<file path="config.mk">
export PLATFORM = sky130hd
export DESIGN_NAME = five_source_interrupt_unit
export DESIGN_NICKNAME = d
export VERILOG_FILES = /design/src/irq_priority.v /design/src/five_source_interrupt_unit.v
export VERILOG_INCLUDE_DIRS = /design/src
export SDC_FILE = /design/constraint.sdc
export NUM_CORES = 1
export LEC_CHECK = 0
export ABC_CLOCK_PERIOD_IN_PS = 4000
export BUFFER_PORTS_ARGS = -buffer_cell sky130_fd_sc_hd__buf_2
export CELL_PAD_IN_SITES_DETAIL_PLACEMENT = 1
export CELL_PAD_IN_SITES_GLOBAL_PLACEMENT = 2
export CORE_UTILIZATION = 30
export DETAILED_ROUTE_END_ITERATION = 6
export GPL_TIMING_DRIVEN = 0
export PLACE_DENSITY = 0.87
export REMOVE_ABC_BUFFERS = 1
export SYNTH_ARGS = -nofsm -noshare
export SYNTH_HDL_FRONTEND = slang
export SYNTH_HIERARCHICAL = 1
export SYNTH_SLANG_ARGS = --single-unit
</file>
<file path="constraint.sdc">
create_clock -name clock -period 4 [get_ports clock]
set_input_delay 1 -clock clock [delete_from_list [all_inputs] [get_ports clock]]
set_output_delay 1 -clock clock [all_outputs]
set_load 0.1 [all_outputs]
</file>
<file path="src/irq_unit_defs.vh">
// Register offsets, field positions, vectors, reset values and stack depth for the interrupt unit
`ifndef IRQ_UNIT_DEFS_VH
`define IRQ_UNIT_DEFS_VH

// Printed register indices (byte address is four times the index)
`define IDX_CTRL_LOW      8'h0b
`define IDX_CTRL_HIGH     8'h1e
// Added registers: sticky event status and its mask
`define IDX_EVT_STATUS    8'h30
`define IDX_EVT_MASK      8'h31

// Low control register fields
`define LO_MASTER_EN      0
`define LO_CMPA_EN        1
`define LO_CMPB_EN        2
`define LO_TMRA_EN        3
`define LO_CMPA_PEND      4
`define LO_CMPB_PEND      5
`define LO_TMRA_PEND      6
`define LO_WMASK          8'h7f

// High control register fields
`define HI_TMRB_EN        0
`define HI_CONV_EN        1
`define HI_TMRB_PEND      4
`define HI_CONV_PEND      5
`define HI_WMASK          8'h33

// Vectors
`define VEC_CMPA          11'h004
`define VEC_CMPB          11'h008
`define VEC_TMRA          11'h00c
`define VEC_TMRB          11'h010
`define VEC_CONV          11'h014

// Status register events
`define EV_ACK            0
`define EV_WAKE           1
`define EV_STALL          2
`define EV_WIDTH          3

`define RESET_CTRL        8'h00
`define STACK_DEPTH       8

`endif

</file>
<file path="src/irq_priority.v">
// Fixed priority picker: lowest source index wins, with its vector
`timescale 1ns/1ps
`default_nettype none
`include "irq_unit_defs.vh"

module irq_priority (
  // Eligible requests, bit 0 highest priority
  input  wire [4:0]  eligible,
  // Choice
  output reg  [4:0]  grant,
  output reg  [10:0] vector
);

  always @* begin
    grant  = 5'h00;
    vector = 11'h000;
    if (eligible[0]) begin
      grant  = 5'h01;
      vector = `VEC_CMPA;
    end else if (eligible[1]) begin
      grant  = 5'h02;
      vector = `VEC_CMPB;
    end else if (eligible[2]) begin
      grant  = 5'h04;
      vector = `VEC_TMRA;
    end else if (eligible[3]) begin
      grant  = 5'h08;
      vector = `VEC_TMRB;
    end else if (eligible[4]) begin
      grant  = 5'h10;
      vector = `VEC_CONV;
    end
  end

endmodule
`default_nettype wire

</file>
<file path="src/five_source_interrupt_unit.v">
// Five-source interrupt unit with its control registers on a Wishbone slave
//
// The Wishbone slave port was chosen for this implementation.
`timescale 1ns/1ps
`default_nettype none
`include "irq_unit_defs.vh"

// Operation
// - Comparator A falling edge sets low bit 4, vector 04h
// - Comparator B falling edge sets low bit 5, vector 08h
// - Timer A overflow sets low bit 6, vector 0Ch
// - Timer B overflow sets high bit 4, vector 10h
// - Conversion done sets high bit 5, vector 14h
// - Taking a request clears its flag and master enable
// - Service pushes only the program counter, then branches
// - Flags still set while master disabled; no acknowledge
// - Full stack withholds acknowledge until a return
// - Any source wakes the halted device
// - Low: bit0 master, bits1-3 source enables, bit7 zero
// - High: bit0 timer B, bit1 conversion, bits 4-5 flags, others zero
// - Priority cmp A, cmp B, timer A, timer B, conversion
// - Interrupt return sets master enable; plain return not
// - Flags stay set until serviced or cleared
module five_source_interrupt_unit #(
  parameter STACK_DEPTH = `STACK_DEPTH
) (
  // Clock and reset
  input  wire        clock,
  input  wire        reset_n,
  // Wishbone slave
  input  wire        wb_cyc_i,
  input  wire        wb_stb_i,
  input  wire        wb_we_i,
  input  wire [9:0]  wb_adr_i,
  input  wire [3:0]  wb_sel_i,
  input  wire [31:0] wb_dat_i,
  output reg  [31:0] wb_dat_o,
  output reg         wb_ack_o,
  // Event sources
  input  wire        cmpAOut,
  input  wire        cmpBOut,
  input  wire        timerAOverflow,
  input  wire        timerBOverflow,
  input  wire        conversionDone,
  // Core sequencer
  input  wire        slotStrobe,
  input  wire        retPlain,
  input  wire        retFromIrq,
  input  wire        callPush,
  input  wire        halted,
  output reg         irqTake,
  output reg         pushPc,
  output reg  [10:0] irqVector,
  output reg         wakeUp,
  output wire [3:0]  stackPointer,
  output wire        stackFull,
  // Interrupt output
  output wire        irq
);

  // --------------------------------------------------------------
  // Register state
  // --------------------------------------------------------------
  reg  [7:0] ctrlLow_r;
  reg  [7:0] ctrlHigh_r;
  reg  [7:0] ctrlLow_nxt;
  reg  [7:0] ctrlHigh_nxt;
  reg  [`EV_WIDTH-1:0] evtStatus_r;
  reg  [`EV_WIDTH-1:0] evtMask_r;
  reg  [`EV_WIDTH-1:0] evtStatus_nxt;
  reg  [3:0] stackPtr_r;
  reg        cmpAPrev_r;
  reg        cmpBPrev_r;
  reg        stallSeen_r;

  wire [4:0]  pending;
  wire [4:0]  srcEnable;
  wire [4:0]  eligible;
  wire [4:0]  grant;
  wire [10:0] vector;
  wire        cmpAFall;
  wire        cmpBFall;
  wire        wbReq;
  wire        wbWrite;
  wire        doService;
  wire        anyEnabled;
  wire [7:0]  regIndex;
  wire [7:0]  wrByte;
  wire        wrCtrlLow;
  wire        wrCtrlHigh;
  wire        wrStatus;
  wire        wrMask;
  wire        rdStrobe;
  wire        anyReturn;
  wire        anyPush;
  wire [3:0]  stackPtr_nxt;
  wire [31:0] readWord;

  // --------------------------------------------------------------
  // Helper functions
  // --------------------------------------------------------------
  // Register hit: one request strobe qualified by one index compare
  function regHit;
    input       req;
    input [7:0] idx;
    input [7:0] target;
    begin
      regHit = req && (idx == target);
    end
  endfunction

  // Read mux; unmapped indices read as zero so software sees no ghosts
  function [31:0] readMux;
    input [7:0]           idx;
    input [7:0]           low;
    input [7:0]           high;
    input [`EV_WIDTH-1:0] status;
    input [`EV_WIDTH-1:0] mask;
    begin
      case (idx)
        `IDX_CTRL_LOW:   readMux = {24'h000000, low & `LO_WMASK};
        `IDX_CTRL_HIGH:  readMux = {24'h000000, high & `HI_WMASK};
        `IDX_EVT_STATUS: readMux = {29'h00000000, status};
        `IDX_EVT_MASK:   readMux = {29'h00000000, mask};
        default:         readMux = 32'h00000000;
      endcase
    end
  endfunction

  // Stack depth step: push and pop in one cycle cancel out, a push
  // at full and a pop at empty leave the pointer where it is
  function [3:0] stackStep;
    input [3:0] ptr;
    input       push;
    input       pop;
    input       full;
    begin
      stackStep = ptr;
      if (push && !pop && !full) begin
        stackStep = ptr + 4'h1;
      end else if (pop && !push && ptr != 4'h0) begin
        stackStep = ptr - 4'h1;
      end
    end
  endfunction

  assign regIndex = wb_adr_i[9:2];
  assign wrByte   = wb_dat_i[7:0];
  assign wbReq    = wb_cyc_i & wb_stb_i & ~wb_ack_o;
  assign wbWrite  = wbReq & wb_we_i & wb_sel_i[0];
  // Byte lane 0 carries every register; other lanes are ignored
  assign wrCtrlLow  = regHit(wbWrite, regIndex, `IDX_CTRL_LOW);
  assign wrCtrlHigh = regHit(wbWrite, regIndex, `IDX_CTRL_HIGH);
  assign wrStatus   = regHit(wbWrite, regIndex, `IDX_EVT_STATUS);
  assign wrMask     = regHit(wbWrite, regIndex, `IDX_EVT_MASK);
  assign rdStrobe   = wbReq & ~wb_we_i;
  assign readWord   = readMux(regIndex, ctrlLow_r, ctrlHigh_r, evtStatus_r, evtMask_r);

  // --------------------------------------------------------------
  // Source edges and request flags
  // --------------------------------------------------------------
  // Comparators are levels; only a high-then-low pair of samples counts,
  // so a comparator that sits low raises no further requests
  assign cmpAFall = cmpAPrev_r & ~cmpAOut;
  assign cmpBFall = cmpBPrev_r & ~cmpBOut;

  // Flags and enables are packed in priority order, bit 0 first, so
  // the picker needs no knowledge of the register layout
  assign pending = {ctrlHigh_r[`HI_CONV_PEND], ctrlHigh_r[`HI_TMRB_PEND],
                    ctrlLow_r[`LO_TMRA_PEND], ctrlLow_r[`LO_CMPB_PEND],
                    ctrlLow_r[`LO_CMPA_PEND]};
  assign srcEnable = {ctrlHigh_r[`HI_CONV_EN], ctrlHigh_r[`HI_TMRB_EN],
                      ctrlLow_r[`LO_TMRA_EN], ctrlLow_r[`LO_CMPB_EN],
                      ctrlLow_r[`LO_CMPA_EN]};

  // Full compares against the 4-bit pointer; a deeper core stack up to 15 entries needs only a new value
  assign stackFull  = (stackPtr_r == STACK_DEPTH[3:0]);
  assign stackPointer = stackPtr_r;
  assign anyEnabled = ctrlLow_r[`LO_MASTER_EN] & |(pending & srcEnable);
  assign eligible  = (ctrlLow_r[`LO_MASTER_EN] && !stackFull) ?
                     (pending & srcEnable) : 5'h00;
  // Service happens only on the core's instruction slot, never mid-push
  assign doService = slotStrobe & |eligible & ~callPush;
  // A take pushes like a call; a return of either kind pops
  assign anyReturn    = retPlain | retFromIrq;
  assign anyPush      = doService | callPush;
  assign stackPtr_nxt = stackStep(stackPtr_r, anyPush, anyReturn, stackFull);

  // Priority and vector come from one table so they cannot disagree
  irq_priority u_priority (
    .eligible (eligible),
    .grant    (grant),
    .vector   (vector)
  );

  // --------------------------------------------------------------
  // Control register next state
  // --------------------------------------------------------------
  // The order of the ifs is the priority: software write, then return,
  // then service, then hardware events; a later one overrides an earlier
  // one bit by bit, so no event is ever lost to a write in the same cycle
  always @* begin
    ctrlLow_nxt  = ctrlLow_r;
    ctrlHigh_nxt = ctrlHigh_r;
    if (wrCtrlLow) begin
      ctrlLow_nxt = wrByte & `LO_WMASK;
    end
    if (wrCtrlHigh) begin
      ctrlHigh_nxt = wrByte & `HI_WMASK;
    end
    if (retFromIrq) begin
      ctrlLow_nxt[`LO_MASTER_EN] = 1'b1;
    end
    if (doService) begin
      ctrlLow_nxt[`LO_MASTER_EN] = 1'b0;
      if (grant[0]) ctrlLow_nxt[`LO_CMPA_PEND] = 1'b0;
      if (grant[1]) ctrlLow_nxt[`LO_CMPB_PEND] = 1'b0;
      if (grant[2]) ctrlLow_nxt[`LO_TMRA_PEND] = 1'b0;
      if (grant[3]) ctrlHigh_nxt[`HI_TMRB_PEND] = 1'b0;
      if (grant[4]) ctrlHigh_nxt[`HI_CONV_PEND] = 1'b0;
    end
    // Events set last so a same-cycle clear never loses one
    if (cmpAFall) ctrlLow_nxt[`LO_CMPA_PEND] = 1'b1;
    if (cmpBFall) ctrlLow_nxt[`LO_CMPB_PEND] = 1'b1;
    if (timerAOverflow) ctrlLow_nxt[`LO_TMRA_PEND] = 1'b1;
    if (timerBOverflow) ctrlHigh_nxt[`HI_TMRB_PEND] = 1'b1;
    if (conversionDone) ctrlHigh_nxt[`HI_CONV_PEND] = 1'b1;
  end

  // --------------------------------------------------------------
  // Sticky event status, write one to clear
  // --------------------------------------------------------------
  // Clear first and set after, so an event in the clearing cycle stays
  // visible; the stall bit records only the first cycle of a stall
  always @* begin
    evtStatus_nxt = evtStatus_r;
    if (wrStatus) begin
      evtStatus_nxt = evtStatus_r & ~wrByte[`EV_WIDTH-1:0];
    end
    if (doService) evtStatus_nxt[`EV_ACK] = 1'b1;
    if (halted && |pending) evtStatus_nxt[`EV_WAKE] = 1'b1;
    if (anyEnabled && stackFull && !stallSeen_r) evtStatus_nxt[`EV_STALL] = 1'b1;
  end

  // Level output; software keeps it high until it clears the status
  assign irq = |(evtStatus_r & evtMask_r);

  // --------------------------------------------------------------
  // Register storage
  // --------------------------------------------------------------
  // Software writes and hardware events are merged in the next-state
  // logic above, so each register has exactly one clocked writer
  always @(posedge clock or negedge reset_n) begin
    if (!reset_n) begin
      ctrlLow_r   <= `RESET_CTRL;
      ctrlHigh_r  <= `RESET_CTRL;
      evtStatus_r <= 3'h0;
      evtMask_r   <= 3'h0;
    end else begin
      ctrlLow_r   <= ctrlLow_nxt;
      ctrlHigh_r  <= ctrlHigh_nxt;
      evtStatus_r <= evtStatus_nxt;
      if (wrMask) begin
        evtMask_r <= wrByte[`EV_WIDTH-1:0];
      end
    end
  end

  // --------------------------------------------------------------
  // Edge history
  // --------------------------------------------------------------
  // Comparator history resets low; the idle comparator level is high,
  // so leaving reset can never look like a falling edge
  always @(posedge clock or negedge reset_n) begin
    if (!reset_n) begin
      cmpAPrev_r  <= 1'b0;
      cmpBPrev_r  <= 1'b0;
      stallSeen_r <= 1'b0;
    end else begin
      cmpAPrev_r  <= cmpAOut;
      cmpBPrev_r  <= cmpBOut;
      stallSeen_r <= anyEnabled & stackFull;
    end
  end

  // --------------------------------------------------------------
  // Service outputs to the core
  // --------------------------------------------------------------
  always @(posedge clock or negedge reset_n) begin
    if (!reset_n) begin
      irqTake   <= 1'b0;
      pushPc    <= 1'b0;
      irqVector <= 11'h000;
      wakeUp    <= 1'b0;
    end else begin
      // Only the program counter goes on the stack; no status copy
      irqTake   <= doService;
      pushPc    <= doService;
      // The vector holds after the pulse so the core may fetch late
      if (doService) begin
        irqVector <= vector;
      end
      // Pending flags wake the core regardless of any enable
      wakeUp    <= halted & |pending;
    end
  end

  // --------------------------------------------------------------
  // Return stack depth
  // --------------------------------------------------------------
  // The stack itself lives in the core; only its depth is kept here,
  // which is all that the full-stack hold needs
  always @(posedge clock or negedge reset_n) begin
    if (!reset_n) begin
      stackPtr_r <= 4'h0;
    end else begin
      stackPtr_r <= stackPtr_nxt;
    end
  end

  // --------------------------------------------------------------
  // Bus answer
  // --------------------------------------------------------------
  // One wait state: ack follows the taking edge and drops by itself,
  // so a master holding strobe high is answered again every second cycle
  always @(posedge clock or negedge reset_n) begin
    if (!reset_n) begin
      wb_ack_o <= 1'b0;
      wb_dat_o <= 32'h00000000;
    end else begin
      wb_ack_o <= wbReq;
      if (rdStrobe) begin
        wb_dat_o <= readWord;
      end
    end
  end

endmodule
`default_nettype wire

</file>
## Word-level counts from Yosys, hierarchy flattened

Cells that the tools add are included.

- Add/subtract/negate cells: 2
- Equality and inequality tests: 5
- Mux-type cells: 34
- Bitwise gates (word level): 23
- Reduce and logical (&&, ||, !) cells: 26

Operator list:

| kind | number |
|---|---|
| two-way mux 11 bit | 4 |
| two-way mux 5 bit | 7 |
| one-hot mux 7 bit (4 select lines) | 1 |
| == test 8 x 6 -> 1 bit, second input constant | 2 |
| two-way mux 1 bit | 15 |
| OR reduction 5 bit | 3 |
| AND 1 bit | 12 |
| logical AND 1 bit | 12 |
| == test 8 x 4 -> 1 bit, second input constant | 1 |
| == test 8 x 5 -> 1 bit, second input constant | 1 |
| two-way mux 4 bit | 2 |
| nonzero test 2 bit | 4 |
| two-way mux 7 bit | 1 |
| AND 3 bit | 2 |
| two-way mux 3 bit | 2 |
| two-way mux 6 bit | 1 |
| AND 5 bit | 1 |
| inverter 1 bit | 5 |
| adder 4 x 1 -> 4 bit, second input constant | 1 |
| == test 4 bit, second input constant | 1 |
| logical NOT 1 bit | 4 |
| nonzero test 4 bit | 1 |
| subtractor 4 x 1 -> 4 bit, second input constant | 1 |
| inverter 3 bit | 1 |
| 4 further kinds | 5 |

- Register bits after elaboration: 70
- Input bits: 61
- Output and inout bits: 53
- Word-level logic and storage cells: 108

## Logic depth before layout (Yosys ltp)

- Depth in word-level cells: 13
- Gate-level depth with buffers: 13
- Depth with buffers taken out: 12

## Hierarchy

Netlist, hierarchy kept.

By module, submodules not included:

| module | times used | cells each | area each (µm²) | seq. area each (µm²) |
|---|---|---|---|---|
| five_source_interrupt_unit | 1 | 222 | 2431.1 | 1126.1 |
| irq_priority | 1 | 21 | 140.1 | 0.0 |

## Worst setup path before layout

OpenSTA, ideal clock, no wires.

- Path type: flip-flop to flip-flop
- Start point: register stackPtr_r[1], in the netlist stackPointer[1]
- End point: register stackPtr_r[2], in the netlist stackPointer[2]
- Library setup time: 0.165 ns
- Arrival: 2.989 ns
- Required time: 3.835 ns
- Slack: 0.846 ns
- Stages on the path, launching flop included: 14
- Path buffers: 1
- Period minus slack after synthesis: 3.154 ns
- Path through: dfrtp_1 -> clkbuf_2 -> nor3_1 -> nand2_1 -> inv_2 -> a211oi_2 -> nor2_1 -> nor3_1 -> xnor2_1 -> ha_1 -> nor2_1 -> nand2_1 -> mux2i_1 -> xor2_1

- Cells in the longest elaborated chain, start to end: 12
- Elaborated cells between the ends (all ways): 19
- Those cells by class: 2 x add/sub; 1 x eq/ne; 3 x mux; 3 x bitwise; 10 x reduce/logical

Ends and longest elaborated chain:

| what | line | source |
|---|---|---|
| from (decl) | five_source_interrupt_unit.v:71 | `reg [3:0] stackPtr_r;` |
| from (signal assigned) | five_source_interrupt_unit.v:317 | `stackPtr_r <= stackPtr_nxt;` |
| == test 4 bit * | five_source_interrupt_unit.v:177 | `assign stackFull = (stackPtr_r == STACK_DEPTH[3:0]);` |
| via stackFull | five_source_interrupt_unit.v:56 | `output wire stackFull,` |
| logical NOT 1 bit * | five_source_interrupt_unit.v:139, five_source_interrupt_unit.v:180 |  |
| logical AND 1 bit | five_source_interrupt_unit.v:180 | `` assign eligible = (ctrlLow_r[`LO_MASTER_EN] && !stackFull) ? `` |
| two-way mux 5 bit | five_source_interrupt_unit.v:180 |  |
| OR reduction 5 bit | five_source_interrupt_unit.v:183 | `assign doService = slotStrobe & \|eligible & ~callPush;` |
| AND 1 bit (2 in a row) | five_source_interrupt_unit.v:183 |  |
| OR 1 bit | five_source_interrupt_unit.v:186 | `assign anyPush = doService \| callPush;` |
| logical NOT 1 bit | five_source_interrupt_unit.v:141 | `end else if (pop && !push && ptr != 4'h0) begin` |
| logical AND 1 bit (2 in a row) | five_source_interrupt_unit.v:141 |  |
| nonzero test 2 bit (no line) | -- |  |

Mark *: on every way through the listed nets, which the timed path passes. The rest lies on a longest branch. The select of a mux whose other input is x is not followed.
A chain may end at the register's enable or synchronous reset.

## Worst setup path in the final report

- Start point: register stackPtr_r[1], in the netlist stackPointer[1]
- End point: output port stackFull

- Cells in the longest elaborated chain, start to end: 1

Ends and longest elaborated chain:

| what | line |
|---|---|
| == test 4 bit | five_source_interrupt_unit.v:177 |
| to (decl) | five_source_interrupt_unit.v:56 |

No other way between the ends.

==> metrics.yaml <==
logic_synthesis:
  synth_edf_count: 0
  synthArstFlopShare_pct: 100
  syn_inst: 243
  synth.yosys.seq_area_share_pct: 43.8
  ys_warn_count: 6
  synth_area_um2: 2570
  yosys_most_used_dff: "dfrtp_1"
  synth_seq_cells: 45
  syn_area_per_cell_um2: 10.6
  synth_cell_types: 53
timing:
  clock.fmax_ghz: 0.363
  tightest_slew_ns: 1.03
  finalWorstSetupSlack_ns: 1.24
  fin_worst_hold_slack_ns: 0.498
  min_period_over_period_pct: 68.9
  clock_skew_ns: 0.00570
  setup_tns_ns: 0
  rsz0062_at_grt: "no"
  slew_headroom_pct: 31.6
  setup_viol: 0
  min_period_ns: 2.76
  slew_viol_final: 0
  hold_violations: 0
clock_network:
  h-tree-depth: 2
  cts_buffers: 5
  cts_sinks: 45
  clk_latency_ns: 0.29
  clockBufferDepth: 2
  hold_buffers: 0
  path_clk_slew_ns: 0.08
  cts-root-buf: "clkbuf_8"
  post_cts_buffers: 0
  ctsResizeCount: 0
  cts_tree: "built"
critical_path:
  r2r_cells: 10
  timing.rr.start: "ctrlLow_r[2]$_DFFE_PN0P_"
  cp.required_ns: 3.00
  crit_path_max_fanout: 8
  crit_path_start_kind: "flip-flop"
  crit_type: "reg -> out"
  ff2ff_setup_slack_ns: 1.44
  arrival_ns: 1.76
  endpoint_kind: "output pin"
  rr_endpoint: "stackPointer[2]$_DFFE_PN0P_"
floorplanning:
  coreArea_um2: 8260
  num_rows: 33
  die_h_um: 94.6
  dieWidth_um: 94.6
  die-area_um2: 8950
  pin_count: 114
  start_util_pct: 31.1
placement:
  dp_slack_ns: 1.19
  dp.final_hpwl_um: 4570
  dpl.cell_count: 399
  gp_congestion: 0.782
  port_buffers: 58
min_path:
  hold_end: "wb_dat_o[3]$_DFFE_PN0P_"
  hold_start: "wb_dat_o[3]$_DFFE_PN0P_"
  min_path_cells: 2
  min_path_type: "reg -> reg"
cells_and_area:
  area_growth_pct: 13.0
  multi_input_area_um2: 1240
  layout.area.seq_um2: 1130
  layout-drive-gt1-share_pct: 34.4
  final_cells: 407
  antennaDiodeCount: 0
  fin_nets: 363
  final_common_cell: "buf_2"
  nFillCells: 994
  final_cell_mix: "58 x buf_2, 45 x dfrtp_1, 33 x conb_1"
drt:
  wl_per_cell_um: 14.5
  ant_nets: 0
  drt_iter0_drc: 72
  drt-pass1-iter-count: 5
  vias: 1875
  drcViolationCount: 0
  viasPerCell: 4.61
  totalWireLength_um: 5890
global_route:
  grt_antenna_before_repair: 0
  grt_overflow: 0
  grt_pass1_wl_um: 9830
  grt_usage_pct: 14.2
  grt_max_degree: 46
  grt_pass1_vias: 1981
power_and_ir_drop:
  p_leak_nw: 1.46
  powerDensity_nw_per_um2: 437
  ir_drop_v: 0.000338
run:
  maxCapViolCount: 0
outcome:
  outcome: "complete, no violations"
==> synthesized netlist by cell type, types with 2 or more instances <==
master / count / area, µm²
a21o_1: 5 / 37.5
a21oi_1: 5 / 25.0
a222oi_1: 2 / 20.0
a22o_1: 6 / 52.6
a22o_2: 2 / 20.0
a22oi_1: 7 / 52.6
and3_1: 4 / 25.0
buf_4: 36 / 270
conb_1: 2 / 7.51
dfrtp_1: 45 / 1130
inv_1: 8 / 30.0
mux2_2: 21 / 236
mux2i_1: 5 / 50.1
nand2_1: 26 / 97.6
nand3_1: 2 / 10.0
nor2_1: 14 / 52.6
nor3_1: 7 / 35.0
nor3_2: 2 / 20.0
nor3_4: 2 / 32.5
nor4_1: 3 / 18.8
o21a_1: 2 / 15.0
o21ai_0: 3 / 15.0
o22ai_1: 2 / 12.5
or3b_1: 2 / 17.5
xnor2_1: 2 / 17.5
==> power breakdown <==
part / switching [mW] / internal, mW
combinational: 0.385 / 0.0831
clock: 0.153 / 0.124
sequential: 0.0413 / 0.486
==> critical path, stage by stage (launching register included) <==
cell	delay, ns
dfrtp_1	0.48
nor3_1	0.20
nand2_1	0.18
inv_2	0.16
buf_2	0.44
==> worst max-delay path by stage <==
stage / to / slack [ns] / from / cells after the start
after floorplan: stackPointer[2]$_DFFE_PN0P_ / 0.93 / stackPointer[2]$_DFFE_PN0P_ / 12
after global placement: stackPointer[2]$_DFFE_PN0P_ / 1.21 / slotStrobe / 11
after detailed placement: stackPointer[2]$_DFFE_PN0P_ / 1.19 / slotStrobe / 11
after CTS: stackFull / 1.23 / stackPointer[1]$_DFFE_PN0P_ / 4
after global routing: stackFull / 1.13 / stackPointer[1]$_DFFE_PN0P_ / 4
final: stackFull / 1.24 / stackPointer[1]$_DFFE_PN0P_ / 4
==> per-stage QoR <==
step / utilization (%) / power (mW) / area [µm²]
2_1_floorplan: - / 0.919 / 2400
3_3_place_gp: 34.2 / 0.999 / 2820
3_5_place_dp: 34.2 / 1.01 / 2820
4_1_cts: 35.2 / 1.29 / 2910
5_1_grt: 35.2 / 1.33 / 2910
6_report: 35.2 / 1.27 / 2910
==> registers in the layout (all words and copies together) (netlist names), 3 cells and up <==
name and count:
stackPointer 4, wb_dat_o 7, ctrlHigh_r 4, evtMask_r 3
irqVector 11, evtStatus_r 3, ctrlLow_r 7
==> metal layers <==
layer / GRT usage (%) / up-vias / part of all wire [%]
li1: - / 905 / -
met1: 18.1 / 909 / 44
met2: 24.4 / 53 / 50
met3: 2.74 / 8 / 4.1
met4: 4.42 / 0 / 1.4
met5: 0 / - / 0
==> cell type report <==
cell class              count  share of cell area, %
well taps                 105                   4.52
flip-flops and latches     45                   38.7
clock buffers               7                   2.63
multi-input cells         182                   42.7
repair buffers             58                   9.99
inverters                   9                   1.16
clock inverters             1                  0.258
==> logic make-up after synthesis <==
kind of cell | Yosys count | share of synthesized area (%)
other | 2 | 0.292
flip-flops | 45 | 43.8
AO/OA/AOI/OAI | 41 | 12.5
buffers and inverters | 47 | 12.5
XOR/XNOR | 3 | 1.02
adder cells (fa/ha/maj) | 1 | 0.487
multiplexers | 27 | 11.6
AND/OR/NAND/NOR | 77 | 17.9
Power figures use the tool's default switching activity.
